--- src/logic/rmii_rx_path_config_pkg.sv ---
// constants for the MAC interface control/status block
// assumes a 32-bit classic Wishbone bus and word-indexed register addresses
//
// Function
// - Bit 8 set enables the internal transmit clock shift, cleared disables it, reset is zero.
// - Bit 7 selects a 50 MHz oscillator reference when one and 25 MHz when zero.
// - Bit 7 takes its power-up value from the reference frequency strap and may be rewritten.
// - In recovered-clock reduced mode, bit 6 cleared bypasses the receive FIFO; reset is one.
// - While the FIFO is bypassed the receive clock output carries the reference clock.
// - Bit 5 selects reduced mode when one and full MII when zero, reset zero.
// - Revision bit one holds CRS_DV high until the last receive data has left.
// - Revision bit zero toggles CRS_DV after carrier loss while data still drains.
// - A receive buffer overflow sets a read-only flag that a register read clears.
// - A receive buffer underflow sets a read-only flag that a register read clears.
// - Size code 00 gives 14 bits, 01 gives 2 bits, 10 gives 6 bits of tolerance.
// - The elasticity buffer absorbs offset between the interface clock and line data.
// - The size field resets to 01 and software may write it.
// - With the reduced-gigabit enable bit clear, the mode follows bit 5.
package rmii_rx_path_config_pkg;
   // register indices; byte address is four times the index
   localparam logic [5:0] CTL_IDX = 6'h17;
   localparam logic [5:0] IRQ_ST_IDX = 6'h18;
   localparam logic [5:0] IRQ_MASK_IDX = 6'h19;
   localparam int ADR_LSB = 2;
   localparam int ADR_W = 8;

   // field positions in the control/status register
   localparam int RGMII_EN_BIT = 9;
   localparam int TX_SHIFT_BIT = 8;
   localparam int REF_SEL_BIT = 7;
   localparam int FIFO_NORM_BIT = 6;
   localparam int RMII_SEL_BIT = 5;
   localparam int REV10_BIT = 4;
   localparam int OVF_BIT = 3;
   localparam int UNF_BIT = 2;
   localparam int EBUF_LSB = 0;
   localparam int LANE_W = 8;

   // interrupt status/mask layout
   localparam int IRQ_OVF_BIT = 1;
   localparam int IRQ_UNF_BIT = 0;

   // reset values
   localparam logic FIFO_NORM_RST = 1'b1;
   localparam logic [1:0] EBUF_RST = 2'h1;

   // elasticity buffer: tolerance in dibits to pre-fill before release
   localparam int BUF_AW = 4;
   localparam logic [4:0] BUF_DEPTH = 5'h10;
   localparam logic [4:0] FILL_14BIT = 5'h07;
   localparam logic [4:0] FILL_2BIT = 5'h01;
   localparam logic [4:0] FILL_6BIT = 5'h03;
   localparam logic [1:0] EBUF_14 = 2'h0;
   localparam logic [1:0] EBUF_2 = 2'h1;
   localparam logic [1:0] EBUF_6 = 2'h2;

   // strap pin synchroniser settles after this many cycles
   localparam logic [1:0] STRAP_SETTLE = 2'h2;
endpackage : rmii_rx_path_config_pkg

--- src/logic/rmii_rx_path_config.sv ---
// control/status register and receive elasticity buffer of the MAC interface
// assumes line data arrives as dibit pulses on clk_i and the reference clock is slow
// enough to be sampled by clk_i
//
// Implementation choice: the Wishbone interface to the registers.
`timescale 1ns/10ps
`default_nettype none
module rmii_rx_path_config (
   input wire logic clk_i,
   input wire logic rst_n_i,
   input wire logic wb_cyc_i,
   input wire logic wb_stb_i,
   input wire logic wb_we_i,
   input wire logic [rmii_rx_path_config_pkg::ADR_W-1:0] wb_adr_i,
   input wire logic [3:0] wb_sel_i,
   input wire logic [31:0] wb_dat_i,
   output logic [31:0] wb_dat_o,
   output logic wb_ack_o,
   input wire logic ref_clk_i,
   input wire logic ref_freq_strap_pin_i,
   input wire logic line_dv_i,
   input wire logic line_valid_i,
   input wire logic [1:0] line_d_i,
   output logic [1:0] rxd_o,
   output logic crs_dv_o,
   output logic rx_clk_o,
   output logic tx_clk_shift_o,
   output logic ref_sel_o,
   output logic rmii_mode_o,
   output logic irq_o
);
   import rmii_rx_path_config_pkg::*;

   typedef struct packed {
      logic ref_s1;
      logic ref_s2;
      logic ref_s3;
      logic strap_s1;
      logic strap_s2;
      logic [1:0] strap_cnt;
      logic strap_done;
      logic rgmii_en;
      logic tx_shift;
      logic ref_sel;
      logic fifo_norm;
      logic rmii_sel;
      logic rev10;
      logic ovf;
      logic unf;
      logic [1:0] ebuf_sz;
      logic [1:0] irq_st;
      logic [1:0] irq_mask;
      logic irq;
      logic ack;
      logic [31:0] dat;
      logic [(1<<BUF_AW)-1:0][1:0] mem;
      logic [BUF_AW-1:0] wr_ptr;
      logic [BUF_AW-1:0] rd_ptr;
      logic [4:0] cnt;
      logic started;
      logic tgl;
      logic [1:0] byp_d;
      logic [1:0] rxd;
      logic crs_dv;
      logic rx_clk;
      logic rmii_mode;
   } state_t;

   state_t q, d;
   logic [5:0] idx;
   logic bus_req, wr_ack, rd_ack;
   logic link_edge, bypass, push, pop, ovf_ev, unf_ev;
   logic [4:0] fill_need;
   logic [15:0] ctl_rd;

   assign idx = wb_adr_i[ADR_LSB +: 6];
   assign bus_req = wb_cyc_i && wb_stb_i && !q.ack;
   assign wr_ack = bus_req && wb_we_i;
   assign rd_ack = bus_req && !wb_we_i;
   assign link_edge = q.ref_s2 && !q.ref_s3;

   ////////////////////////////////////////////////////////////////////////////
   // bypass only in reduced mode with the normal bit cleared
   assign bypass = q.rmii_mode && !q.fifo_norm;

   // pre-fill depth per size code; the reserved code acts as the smallest
   always_comb begin
      unique case (q.ebuf_sz)
         EBUF_14: fill_need = FILL_14BIT;
         EBUF_6: fill_need = FILL_6BIT;
         EBUF_2: fill_need = FILL_2BIT;
         default: fill_need = FILL_2BIT;
      endcase
   end

   assign push = line_valid_i && !bypass && (q.cnt != BUF_DEPTH);
   assign pop = link_edge && !bypass && q.started && (q.cnt != 5'h00);
   // overflow: a dibit arrives with no room
   assign ovf_ev = line_valid_i && !bypass && (q.cnt == BUF_DEPTH);
   // underflow: the MAC side needs a dibit mid-frame and none is held
   assign unf_ev = link_edge && !bypass && q.started && (q.cnt == 5'h00) && line_dv_i;

   always_comb begin
      ctl_rd = 16'h0000;
      ctl_rd[RGMII_EN_BIT] = q.rgmii_en;
      ctl_rd[TX_SHIFT_BIT] = q.tx_shift;
      ctl_rd[REF_SEL_BIT] = q.ref_sel;
      ctl_rd[FIFO_NORM_BIT] = q.fifo_norm;
      ctl_rd[RMII_SEL_BIT] = q.rmii_sel;
      ctl_rd[REV10_BIT] = q.rev10;
      ctl_rd[OVF_BIT] = q.ovf;
      ctl_rd[UNF_BIT] = q.unf;
      ctl_rd[EBUF_LSB +: 2] = q.ebuf_sz;
   end

   ////////////////////////////////////////////////////////////////////////////
   always_comb begin
      d = q;
      // pin inputs pass two flops before use
      d.ref_s1 = ref_clk_i;
      d.ref_s2 = q.ref_s1;
      d.ref_s3 = q.ref_s2;
      d.strap_s1 = ref_freq_strap_pin_i;
      d.strap_s2 = q.strap_s1;

      // catch the strap once the synchroniser has settled after reset
      if (!q.strap_done) begin
         if (q.strap_cnt == STRAP_SETTLE) begin
            d.ref_sel = q.strap_s2;
            d.strap_done = 1'b1;
         end else begin
            d.strap_cnt = q.strap_cnt + 2'h1;
         end
      end

      // bus slave: one wait state, unmapped words read zero
      d.ack = bus_req;
      d.dat = 32'h0000_0000;
      if (rd_ack) begin
         unique case (idx)
            CTL_IDX: d.dat = {16'h0000, ctl_rd};
            IRQ_ST_IDX: d.dat = {30'h0, q.irq_st};
            IRQ_MASK_IDX: d.dat = {30'h0, q.irq_mask};
            default: d.dat = 32'h0000_0000;
         endcase
      end
      // clear on read; a same-cycle event below wins
      if (rd_ack && idx == CTL_IDX) begin
         d.ovf = 1'b0;
         d.unf = 1'b0;
      end
      if (wr_ack && idx == CTL_IDX) begin
         if (wb_sel_i[1]) begin
            d.rgmii_en = wb_dat_i[RGMII_EN_BIT];
            d.tx_shift = wb_dat_i[TX_SHIFT_BIT];
         end
         if (wb_sel_i[0]) begin
            d.ref_sel = wb_dat_i[REF_SEL_BIT];
            d.fifo_norm = wb_dat_i[FIFO_NORM_BIT];
            d.rmii_sel = wb_dat_i[RMII_SEL_BIT];
            d.rev10 = wb_dat_i[REV10_BIT];
            d.ebuf_sz = wb_dat_i[EBUF_LSB +: 2];
            // flag bits are not taken from the write
         end
      end
      if (wr_ack && idx == IRQ_ST_IDX && wb_sel_i[0]) begin
         d.irq_st = q.irq_st & ~wb_dat_i[1:0];
      end
      if (wr_ack && idx == IRQ_MASK_IDX && wb_sel_i[0]) begin
         d.irq_mask = wb_dat_i[1:0];
      end

      if (ovf_ev) begin
         d.ovf = 1'b1;
         d.irq_st[IRQ_OVF_BIT] = 1'b1;
      end
      if (unf_ev) begin
         d.unf = 1'b1;
         d.irq_st[IRQ_UNF_BIT] = 1'b1;
      end
      d.irq = |(d.irq_st & q.irq_mask);

      // reduced mode only while the gigabit enable is clear
      d.rmii_mode = q.rmii_sel && !q.rgmii_en;
      // the sampled reference goes straight out while bypassed
      d.rx_clk = bypass ? q.ref_s2 : 1'b0;

      // line side fills the elasticity buffer on its own pace
      if (push) begin
         d.mem[q.wr_ptr] = line_d_i;
         d.wr_ptr = q.wr_ptr + 1'b1;
      end
      if (line_valid_i) begin
         d.byp_d = line_d_i;
      end
      if (pop) begin
         d.rd_ptr = q.rd_ptr + 1'b1;
      end
      d.cnt = q.cnt + {4'h0, push} - {4'h0, pop};

      if (link_edge) begin
         if (bypass) begin
            // no buffering: latest dibit and the line carrier
            d.rxd = q.byp_d;
            d.crs_dv = line_dv_i;
            d.started = 1'b0;
         end else if (!q.started) begin
            d.rxd = 2'h0;
            d.crs_dv = 1'b0;
            d.tgl = 1'b0;
            // release once the tolerance margin is held
            if (line_dv_i && q.cnt >= fill_need) begin
               d.started = 1'b1;
            end
         end else if (q.cnt != 5'h00) begin
            d.rxd = q.mem[q.rd_ptr];
            if (line_dv_i || q.rev10) begin
               d.crs_dv = 1'b1;
            end else begin
               // carrier lost: alternate while the rest drains
               d.crs_dv = q.tgl;
               d.tgl = !q.tgl;
            end
         end else if (line_dv_i) begin
            // starved mid-frame: hold the carrier, send idle data
            d.rxd = 2'h0;
         end else begin
            d.started = 1'b0;
            d.rxd = 2'h0;
            d.crs_dv = 1'b0;
         end
      end
   end

   always_ff @(posedge clk_i) begin
      if (!rst_n_i) begin
         q <= '0;
         q.fifo_norm <= FIFO_NORM_RST;
         q.ebuf_sz <= EBUF_RST;
      end else begin
         q <= d;
      end
   end

   assign wb_dat_o = q.dat;
   assign wb_ack_o = q.ack;
   assign rxd_o = q.rxd;
   assign crs_dv_o = q.crs_dv;
   assign rx_clk_o = q.rx_clk;
   assign tx_clk_shift_o = q.tx_shift;
   assign ref_sel_o = q.ref_sel;
   assign rmii_mode_o = q.rmii_mode;
   assign irq_o = q.irq;
endmodule : rmii_rx_path_config
`default_nettype wire

--- config.mk ---
export PLATFORM = sky130hd
export DESIGN_NAME = rmii_rx_path_config
export DESIGN_NICKNAME = d
export VERILOG_FILES = /design/src/logic/rmii_rx_path_config_pkg.sv /design/src/logic/rmii_rx_path_config.sv
export SDC_FILE = /design/constraint.sdc
export NUM_CORES = 1
export LEC_CHECK = 0
export BUFFER_PORTS_ARGS = -buffer_cell sky130_fd_sc_hd__buf_2
export CORE_ASPECT_RATIO = 1.4
export CORE_MARGIN = 4
export CORE_UTILIZATION = 51
export DETAILED_ROUTE_END_ITERATION = 12
export PLACE_DENSITY_LB_ADDON = 0.05
export SETUP_SLACK_MARGIN = 0.2
export SKIP_LAST_GASP = 1
export SLEW_MARGIN = 10
export SYNTH_ARGS = -nofsm -noshare
export SYNTH_HDL_FRONTEND = slang
export SYNTH_SLANG_ARGS = --single-unit
--- constraint.sdc ---
create_clock -name clk_i -period 5.9 [get_ports clk_i]
set_clock_uncertainty 0.15 [all_clocks]
set_input_delay 1.77 -clock clk_i [delete_from_list [all_inputs] [get_ports clk_i]]
set_output_delay 1.77 -clock clk_i [all_outputs]
set_load 0.03 [all_outputs]
# Yosys cells after proc, flatten, opt, wreduce, memory -nomap -nowiden
# Cells that the tools add are included.
# word_totals
wordCells	147
out_inout_bits	41
inputBits	55
reg_bits	110
# op_classes
bitwise_logic	6
n_lt_le_gt_ge	4
mux	31
n_eq_ne	10
reduce_logical	44
n_addsub	5
# ops
operator	count
$bwmux W32	1
$pmux W10 S3	1
$logic_and A1 B1 Y1	23
$eq A6 B5 Y1 const B	3
$mux W1	16
$reduce_and A2 Y1	6
$lt A4 B5 Y1 const B	2
$mux W2	5
$mux W3	3
$add A4 B1 Y4 const B	2
$bmux W2 S4	1
$demux W2 S4	1
$mux W4	2
$logic_not A1 Y1	7
$pmux W3 S2	1
$add A5 B1 Y5	1
$eq A5 B5 Y1 const B	1
$ge A5 B5 Y1	1
$logic_not A5 Y1	1
$ne A5 B5 Y1 const B	1
$reduce_bool A5 Y1	1
$sub A5 B1 Y5	1
$and A2 B2 Y2	2
$eq A2 B2 Y1 const B	2
other kinds (12)	15

# Logic depth before layout (Yosys ltp)
# depth
ltp_word	10
mapped_depth	13

# Worst setup path before layout
# Ideal clock, no wire load.
# synth_path
path_type	input port to flip-flop
start	in line_valid_i
end	reg q[13] (netlist name)
t_arrival_ns	3.574
setup_ns	0.128
cell_stages	10
slack_ns	2.049
cell_sequence	buf_1 > nand3_1 > ha_1 > inv_1 > ha_1 > fa_1 > a21oi_1 > o21bai_1 > xor2_1 > nor2_1
# synth_via
elab_chain_len	4
# synth_rtl
item	line_no	rtl
start: declaration	rmii_rx_path_config.sv:22	input wire logic line_valid_i,
$logic_and A1 B1 Y1 (2 in a row)	rmii_rx_path_config.sv:96	assign push = line_valid_i && !bypass && (q.cnt != BUF_DEPTH);
$add A5 B1 Y5	rmii_rx_path_config.sv:199	d.cnt = q.cnt + {4'h0, push} - {4'h0, pop};
$sub A5 B1 Y5	rmii_rx_path_config.sv:199	
end: declaration	rmii_rx_path_config.sv:69	state_t q, d;
# No other way between the ends.
# A chain may end at the register's enable or synchronous reset.

# Final worst setup path
# Same ends and word-level chain as after synthesis.

==> summary.md <==
| Metric | Value |
|---|---|
| Clock sink total | `around 90` |
| Number of antenna violations at the first check in global routing | `0` |
| Cell row count | `39` |
| CTS hold repair buffers | `0` |
| Cts bufs inserted | `9` |
| Average instance area after synthesis | `9.01 um2` |
| Overall Power | `0.00148 W` |
| Max-slew headroom | `~45%` |
| Cells after Synth | `roughly 480` |
| Number of input and output port buffers inserted | `45` |
| Peak supply drop | `approximately 0.21 mV` |
| Post-synth EDFFs | `0` |
| Final Hold Viols | `0` |
| Total number of vias | `between 3,000 and 4,000` |
| Vias in the first global route | `3,262` |
| WP data arrival | `3.69 ns` |
| Number of distinct library cells after synthesis | `60` |
| Combined global-route utilization of all metal layers | `about a fifth` |
| Most instantiated flip-flop cell in the synthesis netlist | `sky130_fd_sc_hd__dfxtp_1` |
| PD cells | `around 320 nW/um2` |
| H-tree depth | `3` |
| Die Height | `117 um` |
| DRC | `0` |
| Detailed Route WL | `roughly 9500 um` |
| Boundary Pins | `96` |
| Core box area | `between 8000 and 9000 um2` |
| Synthesis-to-finish area growth | `7.96%` |
| Worst hold path stage count | `1` |
| Later-pin clock latency in the skew report | `approximately 0.34 ns` |
| Post-synthesis cell type with the largest combined area | `sky130_fd_sc_hd__dfxtp_1` |
| Weighted congestion reported at the end of routability-driven placement | `around 0.80` |
| Width of the die | `85.7 um` |
| Grt met2 use | `a little over a third` |
| Post-synthesis cell area | `approximately 4300 um2` |
| Most congested layer reported by global routing | `met2` |
| Crit path max fanout | `14` |
| Top cell types by occurrence after synthesis | `88 x sky130_fd_sc_hd__dfxtp_1, 40 x sky130_fd_sc_hd__a21oi_1, 40 x sky130_fd_sc_hd__o21ai_0` |
| Wire length of the first global-routing pass | `roughly 16,000 um` |
| Setup Buffers After CTS | `0` |
| Worst endpoint required time | `roughly 6.0 ns` |
| Setup TNS Final | `0 ns` |
| Cells taking the most area after synthesis | `sky130_fd_sc_hd__dfxtp_1 41%, sky130_fd_sc_hd__buf_4 6.1%, sky130_fd_sc_hd__mux2i_1 5.3%` |
| Final global-route overflow total | `0` |
| Number of synthesis warnings | `0` |
| Clk pin slew, worst setup/hold paths | `0.06 ns` |
| Post-synthesis register bit count | `a little under 90` |
| Iteration-0 DRC Markers | `about 220` |
| Number of vias per cell | `roughly 5.5` |
| Unrepaired setup endpoints after global routing | `no` |
| HPWL after detailed placement | `about 6600 um` |
| Fmax achieved | `276 MHz` |
| Antenna viol nets, final | `0` |
| Path category of the worst min-delay check | `register to register` |
| Startpoint class of the critical path | `input pin` |
| Critical Path Sink Type | `register` |
| Share of final-layout standard cells stronger than drive strength 1 | `15.5%` |
| DR WL/cell | `15.8 um` |
| Antenna diode count | `0` |
| Initial core utilization | `between 50% and 60%` |
| Maximum number of pins on one net before global-route repair | `63` |
| Fin. max-slew vios | `0` |
| Result of the run | `completed` |
| Min cycle time layout | `about 3.6 ns` |
| Actual transition at the worst max-transition pin | `~0.83 ns` |
| Clock Tree Buf Depth | `2` |
| Max-capacitance violation count | `0` |
| Die Footprint | `between 9000 and 10,000 um2` |
| Placement Cell Area | `4370 um2` |
| Sequential cell area fraction in the yosys report | `between 40% and 50%` |
| Post-layout nets | `563` |
| Met3 capacity usage during global routing | `2.82%` |
| CTS tree | `built` |
| Share of synthesized flip-flops with an asynchronous set or reset | `0%` |
| Leakage power summed over all cells | `1.79 nW` |
| Core utilization of the finished layout | `approximately 57%` |
| Met1 track utilization from global routing | `23.2%` |
| Final std cell area, no fill | `~4600 um2` |
| Cts repair resizes | `0` |
| Final Setup Violations | `0` |
| Length in cells of the worst reg-to-reg path | `13` |
| Area share of the largest cell type after synthesis | `40.9%` |
| Drt first pass iters | `5` |
| Clock root buffer | `sky130_fd_sc_hd__clkbuf_16` |
| Worst setup path category | `input pin to register` |
| Fin crit share | `between 60 and 70%` |
| Dominant cell by count in the synthesized netlist | `sky130_fd_sc_hd__dfxtp_1` |
## final timing paths
| path | startpoint | to | slack (ns) |
|---|---|---|---|
| setup / recovery | line_valid_i | q[13]$_SDFF_PN0_ | 2.27 |
| hold / removal | d[105]$_SDFF_PN0_ | q[105]$_SDFF_PN0_ | 0.28 |
| setup reg to reg | q[11]$_SDFF_PN0_ | q[13]$_SDFF_PN0_ | 2.82 |
| hold reg to reg | d[105]$_SDFF_PN0_ | q[105]$_SDFF_PN0_ | 0.28 |
## registers in the layout, summed over array words and instances, names as in the netlist, 2 cells and up
| signal | cells |
|---|---|
| q | 58 |
| wb_dat_o | 10 |
| ctl_rd | 8 |
| rxd_o | 2 |
| d | 3 |
## per-stage QoR
step	std cells	worst slack (ns)	hold WS (ns)
after floorplan	499	2.05	0.253
after global placement	583	1.93	0.264
after detailed placement	583	1.92	0.268
after CTS	599	2.27	0.284
after global routing	599	2.13	0.309
final	599	2.27	0.282
## metal layers
layer | vias up | share of wire, %
met1 | 1553 | 41
met5 | - | 0
met2 | 73 | 52
met3 | 23 | 4.0
li1 | 1672 | -
met4 | 0 | 3.5
## area by class of cell
class,count,area (um2)
Clock buffer,9,225
Clock inverter,7,57.6
Fill cell,779,3550
Inverter,16,60.1
Multi-Input combinational cell,331,2180
Sequential cell,88,1760
Tap cell,102,128
Timing Repair Buffer,46,233
## where the power goes
| part | leakage [nW] | switching, W | internal, W |
|---|---|---|---|
| sequential | 0.713 | 0.0000271 | 0.000628 |
| clock | 0.128 | 0.000246 | 0.000289 |
| combinational | 0.946 | 0.000175 | 0.000114 |
| total | 1.79 | 0.000448 | 0.00103 |
## cells in the final DEF, fill, tap and decap left out, drive strengths merged, types with 4 or more instances in the layout
cell and n:
xnor2 5, nor2b 7, nand2 12, and2 18, ha 15, nor4 6, buf 46, o21ai 41
nand3 38, and4 4, nand4 6, mux2i 23, a21oi 40, conb 22, dfxtp 88, inv 17
a32oi 4, nand2b 5, nor2 31, clkbuf 9
## critical path, cell delays in order
cell	delay, ns
sky130_fd_sc_hd__buf_2	0.23
sky130_fd_sc_hd__nand3_1	0.24
sky130_fd_sc_hd__ha_1	0.37
sky130_fd_sc_hd__inv_1	0.04
sky130_fd_sc_hd__ha_1	0.20
sky130_fd_sc_hd__fa_1	0.41
sky130_fd_sc_hd__a21oi_1	0.16
sky130_fd_sc_hd__o21bai_1	0.09
sky130_fd_sc_hd__xor2_1	0.13
sky130_fd_sc_hd__nor2_1	0.05
## cell families after synthesis
family                   synth area share (%)
buffers and inverters                    10.2
flip-flops                               40.9
adder cells (fa/ha/maj)                  4.82
multiplexers                             7.70
AO/OA/AOI/OAI                            15.0
AND/OR/NAND/NOR                          19.6
XOR/XNOR                                 1.63
other                                  0.0871
Power figures use the tool's default switching activity.
